===== config.mk =====
export PLATFORM = sky130hd
export DESIGN_NAME = cli_top
export DESIGN_NICKNAME = d
export VERILOG_FILES = /design/src/cli_pkg.sv /design/src/cli_top.sv
export VERILOG_INCLUDE_DIRS = /design/src
export SDC_FILE = /design/constraint.sdc
export NUM_CORES = 1
export LEC_CHECK = 0
export BUFFER_PORTS_ARGS = -buffer_cell sky130_fd_sc_hd__buf_2
export CAP_MARGIN = 25
export CORE_MARGIN = 2
export CORE_UTILIZATION = 55
export DETAILED_ROUTE_END_ITERATION = 7
export GPL_ROUTABILITY_DRIVEN = 0
export HOLD_SLACK_MARGIN = 0.1
export PLACE_DENSITY = 0.73
export SYNTH_ARGS = -nofsm -noshare
export SYNTH_HDL_FRONTEND = slang
export SYNTH_SLANG_ARGS = --single-unit

===== constraint.sdc =====
create_clock -name REF_CLK -period 6.75 [get_ports REF_CLK]
set_clock_uncertainty 0.15 [all_clocks]
set_input_delay 0.675 -clock REF_CLK [delete_from_list [all_inputs] [get_ports REF_CLK]]
set_output_delay 0.675 -clock REF_CLK [all_outputs]
set_load 0.02 [all_outputs]

===== src/cli_params.svh =====
// constants for the charge level indicator and key block
// Summary of operation
// - display table chosen by configured lamp count of three, four or five
// - five lamps discharging: one lamp per 20% band, first lamp from 5%
// - four lamps discharging: one lamp per 25% band, first lamp from 5%
// - three lamps discharging: bands at 66% and 33%, first lamp from 5%
// - discharging: first lamp flickers at 1 to 4%, all off at 0%
// - charging: all on at 100%, else current band lamp flickers, lower on
// - low battery: first lamp flickers exactly five times, boost kept off
// - fast charge lamp pin high exactly while input or output fast charging
// - single push key classified as short, long or double short press
// - short press turns on port A, port C light load and display
// - long press toggles the flashlight driver
// - double short press turns off port A, port C and display
// - lamp 4 and lamp 5 pins both tied low select serial mode on the shared pins
// - serial mode answers as two-wire target at 0x3c, 100k and 400k
// - flashlight and decrypt share one pin, only one enabled
`ifndef CLI_PARAMS_SVH
`define CLI_PARAMS_SVH
`define CLI_CLK_HZ          10000000
`define CLI_CYC_PER_MS      (`CLI_CLK_HZ / 1000)
`define CLI_DEBOUNCE_MS     20
`define CLI_LONG_MS         2000
`define CLI_GAP_MS          400
`define CLI_FLICK_HALF_MS   500
`define CLI_LOW_PCT         7'd5
`define CLI_FULL_PCT        7'd100
`define CLI_WARN_TOGGLES    4'd10
`define CLI_I2C_ADDR        7'h3c
`define CLI_I2C_CTRL_REG    8'hb0
`define CLI_CTRL_RST        8'h00
`endif


===== src/cli_pkg.sv =====
// types shared by the charge level indicator block
package cli_pkg;
   typedef struct packed {
      logic [4:0] out;
      logic [4:0] oe;
   } cli_lamp_t;

   typedef enum logic [2:0] {
      KEY_IDLE   = 3'b000,
      KEY_PRESS1 = 3'b001,
      KEY_GAP    = 3'b010,
      KEY_PRESS2 = 3'b011,
      KEY_HOLD   = 3'b100
   } cli_key_st_t;

   typedef enum logic [2:0] {
      BUS_IDLE  = 3'b000,
      BUS_ADDR  = 3'b001,
      BUS_REG   = 3'b010,
      BUS_WDATA = 3'b011,
      BUS_RDATA = 3'b100,
      BUS_ACK   = 3'b101,
      BUS_MACK  = 3'b110
   } cli_bus_st_t;
endpackage


===== src/cli_top.sv =====
// battery level lamps, push key decoder, flashlight and shared-pin serial target
`timescale 1ns/1ns
`include "cli_params.svh"
module cli_top #(
   parameter int DEBOUNCE_CYC   = `CLI_DEBOUNCE_MS * `CLI_CYC_PER_MS,
   parameter int LONG_CYC       = `CLI_LONG_MS * `CLI_CYC_PER_MS,
   parameter int GAP_CYC        = `CLI_GAP_MS * `CLI_CYC_PER_MS,
   parameter int FLICK_HALF_CYC = `CLI_FLICK_HALF_MS * `CLI_CYC_PER_MS
) (
   input  wire logic                REF_CLK,
   input  wire logic                RESET_N,
   input  wire logic [6:0]          CAPACITY_PCT,
   input  wire logic                CHARGING,
   input  wire logic                LOW_BATTERY,
   input  wire logic                FAST_CHG_IN,
   input  wire logic                FAST_CHG_OUT,
   input  wire logic                KEY_N,
   input  wire logic                DECRYPT_CFG,
   input  wire logic [4:0]          LAMP_IN,
   output cli_pkg::cli_lamp_t       LAMP,
   output logic                     PORT_A_EN,
   output logic                     PORT_C_EN,
   output logic                     FLASHLIGHT_OR_DECRYPT_PIN,
   output logic                     FAST_CHARGE_LAMP_PIN,
   output logic                     BOOST_BLOCK,
   output logic                     SERIAL_MODE,
   output logic [2:0]               LAMP_COUNT,
   output logic [7:0]               SERIAL_CTRL
);
   import cli_pkg::*;

   // ----------------------------------------
   // reset release and strap detection
   // ----------------------------------------
   logic rst_meta_r, rst_n;
   always_ff @(posedge REF_CLK or negedge RESET_N)
   begin
      if (!RESET_N) {rst_n, rst_meta_r} <= 2'b00;
      else          {rst_n, rst_meta_r} <= {rst_meta_r, 1'b1};
   end

   // pins sensed with drivers off, caught once, held until next reset
   logic       det_done_r, serial_r;
   logic [2:0] count_r;
   // three lamps strap pin 4 low and pin 5 high; serial needs both low,
   // otherwise a three lamp board could never leave serial mode
   wire  [2:0] sensed_count = (LAMP_IN[4] & LAMP_IN[3]) ? 3'd5 :
                              (LAMP_IN[3] ? 3'd4 : 3'd3);
   wire        sensed_serial = ~LAMP_IN[3] & ~LAMP_IN[4];
   always_ff @(posedge REF_CLK or negedge rst_n)
   begin
      if (!rst_n)
      begin
         det_done_r <= 1'b0;
         serial_r   <= 1'b0;
         count_r    <= 3'd3;
      end
      else if (!det_done_r)
      begin
         det_done_r <= 1'b1;
         serial_r   <= sensed_serial;
         count_r    <= sensed_count;
      end
   end
   assign SERIAL_MODE = serial_r;
   assign LAMP_COUNT  = count_r;

   // ----------------------------------------
   // common flicker clock
   // ----------------------------------------
   logic [31:0] flick_cnt_r;
   logic        phase_r;
   wire         flick_tick = (flick_cnt_r == 32'(FLICK_HALF_CYC - 1));
   always_ff @(posedge REF_CLK or negedge rst_n)
   begin
      if (!rst_n)          begin flick_cnt_r <= '0; phase_r <= 1'b0; end
      else if (flick_tick) begin flick_cnt_r <= '0; phase_r <= ~phase_r; end
      else                 flick_cnt_r <= flick_cnt_r + 32'd1;
   end

   // ----------------------------------------
   // key debounce and press classifier
   // ----------------------------------------
   logic [31:0] db_cnt_r, tmr_r;
   logic        key_r, key_prev_r;
   cli_key_st_t key_st_r, key_st_nxt;
   logic        short_p, long_p, double_p;
   always_ff @(posedge REF_CLK or negedge rst_n)
   begin
      if (!rst_n)                          begin db_cnt_r <= '0; key_r <= 1'b0; end
      else if (~KEY_N == key_r)            db_cnt_r <= '0;
      else if (db_cnt_r == 32'(DEBOUNCE_CYC - 1))
                                           begin db_cnt_r <= '0; key_r <= ~KEY_N; end
      else                                 db_cnt_r <= db_cnt_r + 32'd1;
   end
   wire key_rise = key_r & ~key_prev_r;
   wire key_fall = ~key_r & key_prev_r;
   wire long_hit = (tmr_r == 32'(LONG_CYC - 1));
   wire gap_out  = (tmr_r == 32'(GAP_CYC - 1));
   always_comb
   begin
      key_st_nxt = key_st_r;
      short_p    = 1'b0;
      long_p     = 1'b0;
      double_p   = 1'b0;
      case (key_st_r)
         KEY_IDLE:   if (key_rise) key_st_nxt = KEY_PRESS1;
         KEY_PRESS1: if (key_fall) key_st_nxt = KEY_GAP;
                     else if (long_hit) begin key_st_nxt = KEY_HOLD; long_p = 1'b1; end
         KEY_GAP:    if (key_rise) key_st_nxt = KEY_PRESS2;
                     else if (gap_out) begin key_st_nxt = KEY_IDLE; short_p = 1'b1; end
         KEY_PRESS2: if (key_fall) begin key_st_nxt = KEY_IDLE; double_p = 1'b1; end
         KEY_HOLD:   if (key_fall) key_st_nxt = KEY_IDLE;
         default:    key_st_nxt = KEY_IDLE;
      endcase
   end
   always_ff @(posedge REF_CLK or negedge rst_n)
   begin
      if (!rst_n)
      begin
         key_st_r <= KEY_IDLE; key_prev_r <= 1'b0; tmr_r <= '0;
      end
      else
      begin
         key_st_r   <= key_st_nxt;
         key_prev_r <= key_r;
         tmr_r      <= (key_st_nxt != key_st_r) ? '0 : tmr_r + 32'd1;
      end
   end

   // ----------------------------------------
   // key actions on ports, display, flashlight
   // ----------------------------------------
   logic ports_on_r, disp_on_r, flash_r;
   always_ff @(posedge REF_CLK or negedge rst_n)
   begin
      if (!rst_n) begin ports_on_r <= 1'b0; disp_on_r <= 1'b0; flash_r <= 1'b0; end
      else
      begin
         if (short_p)  begin ports_on_r <= 1'b1; disp_on_r <= 1'b1; end
         if (double_p) begin ports_on_r <= 1'b0; disp_on_r <= 1'b0; end
         if (long_p)   flash_r <= ~flash_r;
      end
   end
   assign PORT_A_EN   = ports_on_r;
   assign PORT_C_EN   = ports_on_r;
   // decrypt configuration owns the shared pin, flashlight stays dark
   assign FLASHLIGHT_OR_DECRYPT_PIN = flash_r & ~DECRYPT_CFG;
   assign FAST_CHARGE_LAMP_PIN = FAST_CHG_IN | FAST_CHG_OUT;
   assign BOOST_BLOCK = LOW_BATTERY;

   // ----------------------------------------
   // capacity band and lamp pattern
   // ----------------------------------------
   logic [2:0] band;
   always_comb
   begin
      band = 3'd1;
      case (count_r)
         3'd5: band = (CAPACITY_PCT >= 7'd80) ? 3'd5 : (CAPACITY_PCT >= 7'd60) ? 3'd4 :
                      (CAPACITY_PCT >= 7'd40) ? 3'd3 : (CAPACITY_PCT >= 7'd20) ? 3'd2 : 3'd1;
         3'd4: band = (CAPACITY_PCT >= 7'd75) ? 3'd4 : (CAPACITY_PCT >= 7'd50) ? 3'd3 :
                      (CAPACITY_PCT >= 7'd25) ? 3'd2 : 3'd1;
         default: band = (CAPACITY_PCT >= 7'd66) ? 3'd3 :
                         (CAPACITY_PCT >= 7'd33) ? 3'd2 : 3'd1;
      endcase
   end
   logic [4:0] below_mask, band_bit, count_mask;
   always_comb
   begin
      below_mask = '0;
      band_bit   = '0;
      count_mask = '0;
      for (int i = 0; i < 5; i++)
      begin
         below_mask[i] = (3'(i) < band - 3'd1);
         band_bit[i]   = (3'(i) == band - 3'd1);
         count_mask[i] = (3'(i) < count_r);
      end
   end

   // low battery warning: ten half periods give five lit pulses
   logic [3:0] warn_r;
   logic       low_prev_r;
   always_ff @(posedge REF_CLK or negedge rst_n)
   begin
      if (!rst_n) begin warn_r <= '0; low_prev_r <= 1'b0; end
      else
      begin
         low_prev_r <= LOW_BATTERY;
         if (LOW_BATTERY & ~low_prev_r)            warn_r <= `CLI_WARN_TOGGLES;
         else if (flick_tick && warn_r != 4'd0)    warn_r <= warn_r - 4'd1;
      end
   end

   logic [4:0] pattern;
   always_comb
   begin
      if (warn_r != 4'd0)                  pattern = {4'b0, warn_r[0]};
      else if (CHARGING)
         pattern = (CAPACITY_PCT >= `CLI_FULL_PCT) ? 5'h1f :
                   below_mask | (band_bit & {5{phase_r}});
      else if (!disp_on_r)                 pattern = 5'h00;
      else if (CAPACITY_PCT >= `CLI_LOW_PCT) pattern = below_mask | band_bit;
      else if (CAPACITY_PCT != 7'd0)       pattern = {4'b0, phase_r};
      else                                 pattern = 5'h00;
   end

   // ----------------------------------------
   // two-wire target on lamp pins 1 (clock) and 2 (data)
   // ----------------------------------------
   logic        scl_r, sda_r, sda_oe_r, rw_r, addr_ok_r, ack_next_rd_r;
   logic [7:0]  shift_r, reg_ptr_r, ctrl_r;
   logic [3:0]  bit_r;
   logic [1:0]  byte_r;
   cli_bus_st_t bus_r;
   wire scl = LAMP_IN[0];
   wire sda = LAMP_IN[1];
   wire start_c = serial_r & scl_r & scl & sda_r & ~sda;
   wire stop_c  = serial_r & scl_r & scl & ~sda_r & sda;
   wire scl_up  = serial_r & ~scl_r & scl;
   wire scl_dn  = serial_r & scl_r & ~scl;
   wire [7:0] rd_byte = (reg_ptr_r == `CLI_I2C_CTRL_REG) ? ctrl_r :
                        {CHARGING, CAPACITY_PCT};
   always_ff @(posedge REF_CLK or negedge rst_n)
   begin
      if (!rst_n)
      begin
         scl_r <= 1'b1; sda_r <= 1'b1; sda_oe_r <= 1'b0; rw_r <= 1'b0;
         addr_ok_r <= 1'b0; ack_next_rd_r <= 1'b0; shift_r <= '0;
         reg_ptr_r <= '0; ctrl_r <= `CLI_CTRL_RST; bit_r <= '0; byte_r <= '0;
         bus_r <= BUS_IDLE;
      end
      else
      begin
         scl_r <= scl;
         sda_r <= sda;
         if (start_c) begin bus_r <= BUS_ADDR; bit_r <= '0; byte_r <= '0; sda_oe_r <= 1'b0; end
         else if (stop_c) begin bus_r <= BUS_IDLE; sda_oe_r <= 1'b0; end
         else if (scl_up)
         begin
            if (bus_r == BUS_MACK) ack_next_rd_r <= ~sda;
            else if (bus_r != BUS_IDLE && bus_r != BUS_ACK && bus_r != BUS_RDATA)
            begin
               shift_r <= {shift_r[6:0], sda};
               bit_r   <= bit_r + 4'd1;
            end
         end
         else if (scl_dn)
         begin
            case (bus_r)
               BUS_ADDR, BUS_REG, BUS_WDATA:
                  if (bit_r == 4'd8)
                  begin
                     bit_r <= '0;
                     if (bus_r == BUS_ADDR)
                     begin
                        addr_ok_r <= (shift_r[7:1] == `CLI_I2C_ADDR);
                        rw_r      <= shift_r[0];
                        sda_oe_r  <= (shift_r[7:1] == `CLI_I2C_ADDR);
                        bus_r     <= (shift_r[7:1] == `CLI_I2C_ADDR) ? BUS_ACK : BUS_IDLE;
                     end
                     else
                     begin
                        if (bus_r == BUS_REG) reg_ptr_r <= shift_r;
                        else if (reg_ptr_r == `CLI_I2C_CTRL_REG) ctrl_r <= shift_r;
                        sda_oe_r <= 1'b1;
                        bus_r    <= BUS_ACK;
                     end
                  end
               BUS_ACK:
               begin
                  byte_r <= (byte_r == 2'd3) ? byte_r : byte_r + 2'd1;
                  if (rw_r) begin bus_r <= BUS_RDATA; sda_oe_r <= ~rd_byte[7];
                             shift_r <= {rd_byte[6:0], 1'b0}; bit_r <= 4'd1; end
                  else begin sda_oe_r <= 1'b0; bus_r <= (byte_r == 2'd0) ? BUS_REG : BUS_WDATA; end
               end
               BUS_RDATA:
                  if (bit_r == 4'd8) begin sda_oe_r <= 1'b0; bus_r <= BUS_MACK; end
                  else begin sda_oe_r <= ~shift_r[7]; shift_r <= {shift_r[6:0], 1'b0};
                             bit_r <= bit_r + 4'd1; end
               BUS_MACK:
                  if (ack_next_rd_r) begin bus_r <= BUS_RDATA; sda_oe_r <= ~rd_byte[7];
                                          shift_r <= {rd_byte[6:0], 1'b0}; bit_r <= 4'd1; end
                  else bus_r <= BUS_IDLE;
               default: ;
            endcase
         end
      end
   end
   assign SERIAL_CTRL = ctrl_r;

   // ----------------------------------------
   // registered pin drive
   // ----------------------------------------
   cli_lamp_t lamp_r;
   wire [4:0] led_oe = det_done_r ? count_mask : 5'h00;
   always_ff @(posedge REF_CLK or negedge rst_n)
   begin
      if (!rst_n) lamp_r <= '0;
      else if (serial_r) lamp_r <= '{out: 5'h00, oe: {3'b0, sda_oe_r, 1'b0}};
      else lamp_r <= '{out: pattern & count_mask, oe: led_oe};
   end
   assign LAMP = lamp_r;

   // ----------------------------------------
   // checks
   // ----------------------------------------
   AST_FASTLAMP: assert property (@(posedge REF_CLK) disable iff (!rst_n)
      FAST_CHARGE_LAMP_PIN == (FAST_CHG_IN | FAST_CHG_OUT)) else $error("fast lamp mismatch");
   AST_COUNT_HELD: assert property (@(posedge REF_CLK) disable iff (!rst_n)
      det_done_r |=> $stable(count_r) && $stable(serial_r)) else $error("count changed");
   AST_LONG_TOGGLE: assert property (@(posedge REF_CLK) disable iff (!rst_n)
      long_p |=> flash_r != $past(flash_r)) else $error("flash not toggled");
   AST_SHORT_ON: assert property (@(posedge REF_CLK) disable iff (!rst_n)
      short_p |=> PORT_A_EN && PORT_C_EN && disp_on_r) else $error("short press no effect");
   AST_DOUBLE_OFF: assert property (@(posedge REF_CLK) disable iff (!rst_n)
      double_p |=> !PORT_A_EN && !PORT_C_EN && !disp_on_r) else $error("double press no effect");
   AST_SHARED_PIN: assert property (@(posedge REF_CLK) disable iff (!rst_n)
      DECRYPT_CFG |-> !FLASHLIGHT_OR_DECRYPT_PIN) else $error("flash on in decrypt config");
   AST_FLICK_DUTY: assert property (@(posedge REF_CLK) disable iff (!rst_n)
      $changed(phase_r) |=> !$changed(phase_r)) else $error("flicker period broken");
   AST_ZERO_OFF: assert property (@(posedge REF_CLK) disable iff (!rst_n)
      (!serial_r && det_done_r && warn_r == 4'd0 && !CHARGING && CAPACITY_PCT == 7'd0)
      |=> LAMP.out == 5'h00) else $error("lamps lit at zero");
   AST_FULL_CHG: assert property (@(posedge REF_CLK) disable iff (!rst_n)
      (!serial_r && warn_r == 4'd0 && CHARGING && CAPACITY_PCT >= `CLI_FULL_PCT)
      |=> LAMP.out == count_mask) else $error("full charge not all on");
   AST_SERIAL_LAMPS: assert property (@(posedge REF_CLK) disable iff (!rst_n)
      serial_r |=> LAMP.out == 5'h00 && LAMP.oe[0] == 1'b0) else $error("lamps driven in serial");
endmodule


Word level (Yosys, flattened, before mapping) --
Index checks and enable logic that the tools add are counted.
Storage, ports and cells: register bits after elaboration 164, input bits 20, output and inout port bits 27, word-level logic and storage cells 266
Cells by class: add/sub/neg operators 7, magnitude comparators 21, equal/unequal tests 46, multiplexer cells 91, bitwise gates (word level) 41, reductions and logical operators 31
Operators by type and width (number):
- $mux W32 | 4
- $add A32 B1 Y32 const B | 3
- $mux W8 | 8
- $mux W3 | 21
- $mux W4 | 12
- $eq A32 B18 Y1 const B | 1
- $eq A32 B22 Y1 const B | 1
- $eq A32 B23 Y1 const B | 1
- $eq A32 B25 Y1 const B | 1
- $mux W5 | 6
- $ge A7 B6 Y1 const B | 4
- $ge A7 B7 Y1 const B | 4
- $reduce_and A9 Y1 | 3
- $mux W2 | 12
- $ne A4 B4 Y1 const B | 6
- $pmux W3 S4 | 2
- $pmux W8 S3 | 1
- $mux W1 | 21
- $ne A3 B3 Y1 const B | 7
- $not A1 Y1 | 21
- $eq A3 B3 Y1 const B | 6
- $pmux W4 S4 | 1
- $and A1 B1 Y1 | 15
- $reduce_and A5 Y1 | 3
- other kinds (43) | 73

Longest topological paths before layout --
word-level depth 15, mapped depth 12, gate-level depth less buffers 11

Worst setup path after synthesis --
OpenSTA, ideal clock, no wires.
path kind input -> register, from input CAPACITY_PCT[4], to register lamp_r, in the netlist LAMP[5], setup time 0.111 ns, data arrival time 2.688 ns, required time 6.489 ns, path slack 3.801 ns, stages on the path 9, buffers on the path 1, cells stage by stage buf_2 > or2_2 > o41ai_1 > a21oi_1 > or2_2 > ha_1 > xnor2_1 > and2_1 > a2111oi_2
Between the ends: cells in the longest elaborated chain, start to end 15, elaborated cells between the ends (all ways) 36, classes of those cells add/sub: 1; order compare: 12; mux: 17; bitwise: 4; reduce/logical: 2
RTL lines:
- start, declared | line cli_top.sv:12 | input wire logic [6:0] CAPACITY_PCT,
- $ge A7 B5 Y1 | line cli_top.sv:161 | (CAPACITY_PCT >= 7'd40) ? 3'd3 : (CAPACITY_PCT >= 7'd20) ? 3'd2 : 3'd1;
- $mux W2 (2 in series) | line cli_top.sv:161
- $mux W3 (2 in series) | line cli_top.sv:160 | 3'd5: band = (CAPACITY_PCT >= 7'd80) ? 3'd5 : (CAPACITY_PCT >= 7'd60) ? 3'd4 :
- $pmux W3 S2 | line cli_top.sv:159 | case (count_r)
- $sub A3 B1 Y3 | line cli_top.sv:176, cli_top.sv:177
- $lt A1 B3 Y1 or $logic_not A3 Y1 (tied branches) | line cli_top.sv:176, cli_top.sv:177
- $or A5 B5 Y5 or $and A5 B5 Y5 (tied branches) | line cli_top.sv:204, cli_top.sv:202
- $mux W5 or $or A5 B5 Y5 (tied branches) | line cli_top.sv:204, cli_top.sv:202
- $mux W5, on equally long branches | line cli_top.sv:203, cli_top.sv:201
- $mux W5 (*) | line cli_top.sv:200 | else if (CHARGING)
- $mux W5 (*) | line cli_top.sv:199 | if (warn_r != 4'd0) pattern = {4'b0, warn_r[0]};
- $and A5 B5 Y5 (*) | line cli_top.sv:302 | else lamp_r <= '{out: pattern & count_mask, oe: led_oe};
- $mux W10 (*) | line cli_top.sv:301 | else if (serial_r) lamp_r <= '{out: 5'h00, oe: {3'b0, sda_oe_r, 1'b0}};
- end signal, assigned | line cli_top.sv:301
- end signal, assigned | line cli_top.sv:302
- end, declared | line cli_top.sv:296 | cli_lamp_t lamp_r;
Mark *: on every way between the ends. The rest lies on a longest branch, timed or not. A chain may end at the register's enable or synchronous reset.

Worst setup path after layout --
Ends and elaborated chain as after synthesis.

==> key figures <==
Power and ir drop
  – Net Sw Power: 0.5209 mW
  – Maximum vdd drop: 194.6 uV
  – Switching part of the total: 23.62%
  – Total Power: 2.205 mW
  – Clock share of power: 46.3%
  – P_leak: 4.280 nW
  – Comb pwr share: 6.2%
  – Int Power: 1.684 mW
  – Pwr Density: 235.5 nW/um2
  – Reg power frac: 47.5%

CTS
  – CTS resizes: 0
  – Worst-path clk slew: 0.06 ns
  – H-tree levels: 4
  – Clock Sinks: 164
  – Setup Fix Bufs, Post-CTS: 0
  – CTS tree: done
  – Max Root-Sink Buffers: 2
  – CTS buffer count: 17
  – # hold bufs at CTS: 1
  – CTS root buf: clkbuf_16
  – Clock latency on the worst-skew pair: 0.42 ns

Layout
  – Number of diodes: 0
  – Finished Cell Area: 9364 um2
  – Core Util, Final: 62.29%
  – Final nets: 922
  – Final cell count without fillers: 1091
  – Fillcell total: 1262
  – Area grow syn2layout: 11.95%
  – Storage element area: 4113 um2
  – Share of cells above drive strength 1: 15.39%
  – Footprint of the multi-input gates: 4008 um2

Synth
  – Yosys top cell by area: dfrtp_1
  – Mean Syn Cell Area: 9.852 um2
  – Yosys Warn Count: 0
  – Syn Std Cell Area: 8364 um2
  – Top FF cell, synth: dfrtp_1
  – Cell variety after synth: 66
  – Post-synth EDFFs: 0
  – Mapped Cells: 849
  – Post-synth top area share: 47.87%
  – Seq cells post-synth: 164
  – Asr flop ratio synth: 100.0%
  – Seq/Total Area, Yosys: 49.12%
  – Largest cells by area after synthesis: dfrtp_1 (48%), nor2_1 (6.1%), xnor2_1 (4.9%), xor2_1 (4.6%), mux2_2 (3.6%)

Global route
  – Global Route Usage Sum: 20.72%
  – Vias in the first global route: 5698
  – Largest net degree at the start of global routing: 71
  – Antenna violations before repair: 0
  – First-pass GRT wire length: 27300 um
  – Grt ovf: 0

Critical path
  – Arrival @ worst endpoint: 2.94 ns
  – CP Depth: 9
  – Buf/Inv on CP: 2
  – Startpoint Class: primary input
  – Crit Path Class: primary input to flip-flop
  – Top cell family by delay on the critical path: compound AO/OA/AOI/OAI gates
  – Reg2reg path depth: 11
  – CP Cell Sequence: buf_2 > or4_4 > o311ai_2 > o311a_2 > inv_1 > ha_1 > nand2_1 > a2111oi_2 > a2111oi_2
  – Worst Setup End Kind: flip-flop
  – Worst path slowest cell: or4_4
  – Critical path fanouts, max: 11
  – CP peak stage delay: 0.57 ns
  – Critical Path Most Common Cell: a2111oi_2
  – WP data required: 6.89 ns

Timing
  – Slew @ Worst Pin: 0.8417 ns
  – Fmax: 0.3573 GHz
  – Final-report hold violation count: 0
  – RSZ-0062 raised after global routing: no
  – Fin crit share: 41.46%
  – Rel. slew slack: 43.47%
  – Final Max Slew Viols: 0
  – Final setup TNS: 0 ns
  – Number of setup violations in the final report: 0
  – Final Critical Period: 2.799 ns

Die
  – Die height: 127.3 um
  – I/O pin cnt: 47
  – Row count: 45
  – Core area: 15030 um2
  – Initial Utilization: 55.64%
  – Overall die width: 127.3 um
  – Die area: 16210 um2

Status
  – Status: finished clean

Drt
  – DR pass1 iterations: 6
  – Routed vias/inst: 5.565
  – DRC: 0
  – Via count: 6071
  – Post-route ant nets: 0
  – Starting DRT DRC Count: 385
  – Wirelength per Cell: 14.36 um
  – Post-Route WL: 15670 um

Placed design
  – Placed Area: 8708 um2
  – Inst Count DP: 1057
  – Post-DP HPWL: 10640 um
  – Port buffer count: 45

Hold path
  – Worst Hold Class: flip-flop to asynchronous set/reset pin

Run
  – Max-cap violation count: 0
-- power groups by stage --
stage / logic (mW) / registers, mW / clock network [mW]
final: 0.136 / 1.05 / 1.02
after global routing: 0.153 / 1.05 / 1.09
after CTS: 0.137 / 1.05 / 1.04
after detailed placement: 0.136 / 1.07 / 0
after global placement: 0.134 / 1.06 / 0
after floorplan: 0.0933 / 1.06 / 0
-- per-layer routing --
layer,global-route usage [%],routed length (um)
met5,0,0
met4,6.529,206
met1,28.91,7589
met3,4.439,511
met2,32.71,7362
-- layout make-up --
type,count,area share [%]
clock inverter,15,2.191
clock buffer,17,4.543
sequential,164,43.92
inverter,28,1.122
tap,188,2.512
timing repair buffer,50,2.913
multi-input combinational,629,42.80
-- kinds of logic after synthesis --
group	after synthesis	share of synthesized area, %
DFF	164	49.12
xor gates and xnor gates	91	9.529
and+or+nand+nor	391	23.84
other	1	0.04483
muxes	42	5.430
buffers and inverters	57	3.007
AOI/OAI and AO/OA	91	7.225
adders and majority gates	12	1.795
-- state kept, by name (all words and copies together) (netlist names), 2 cells and up --
signal       flops
reg_ptr_r        8
flick_cnt_r     32
warn_r           4
SERIAL_CTRL      8
shift_r          8
LAMP            10
bit_r            4
tmr_r           32
LAMP_COUNT       3
byte_r           2
key_st_r         3
db_cnt_r        32
bus_r            3
-- cells in the mapped netlist, types with 2 or more instances --
cell type,number
dfrtp_1,160
nor2_1,135
nand2_1,62
nand3_1,47
xnor2_1,47
xor2_1,44
a21oi_1,29
inv_1,28
mux2_2,27
o21ai_0,26
nor3_1,23
nand4_1,20
and3_1,16
buf_2,15
mux2i_1,15
nor4_1,15
ha_1,12
and4_1,9
clkbuf_1,9
nor2b_1,9
or2_2,9
and2_1,7
nor4b_1,6
or3_1,6
buf_4,5
nand2b_1,5
nand3b_1,5
dfstp_2,4
a21o_1,3
a311oi_1,3
nor3_2,3
nor3b_1,3
a2111oi_2,2
a211oi_1,2
o2111ai_1,2
o211a_1,2
o211ai_1,2
o21bai_1,2
o311a_1,2
or3_4,2
-- placed cells by master (no fill, tap or decap), types with 16 or more instances in the layout --
cell and instances:
a21oi_1 29, and3_1 16, buf_2 45, clkbuf_16 17, dfrtp_1 159, inv_1 28
mux2_2 27, nand2_1 62, nand3_1 47, nand4_1 20, nor2_1 135, nor3_1 23
o21ai_0 26, xnor2_1 47, xor2_1 44
-- metrics by stage --
stage,hold WS [ns],setup slack (ns)
after global routing,0.2103,3.856
after floorplan,0.1812,1.699
after CTS,0.1941,3.972
after detailed placement,0.1868,3.536
final,0.1600,3.951
after global placement,0.1851,3.571
-- final timing paths --
kind,startpoint,to,slack [ns]
max in group asynchronous,rst_n,flick_cnt_r[9],4.39
min in group REF_CLK,rst_meta_r,rst_n,0.20
worst max-delay path,CAPACITY_PCT[4],LAMP[5],3.95
worst min-delay path,rst_n,bit_r[2],0.16
worst min register to register,rst_n,bit_r[2],0.16
worst max register to register,LAMP_COUNT[2],LAMP[5],4.07
Note: power is estimated with default switching activity, not from simulation.
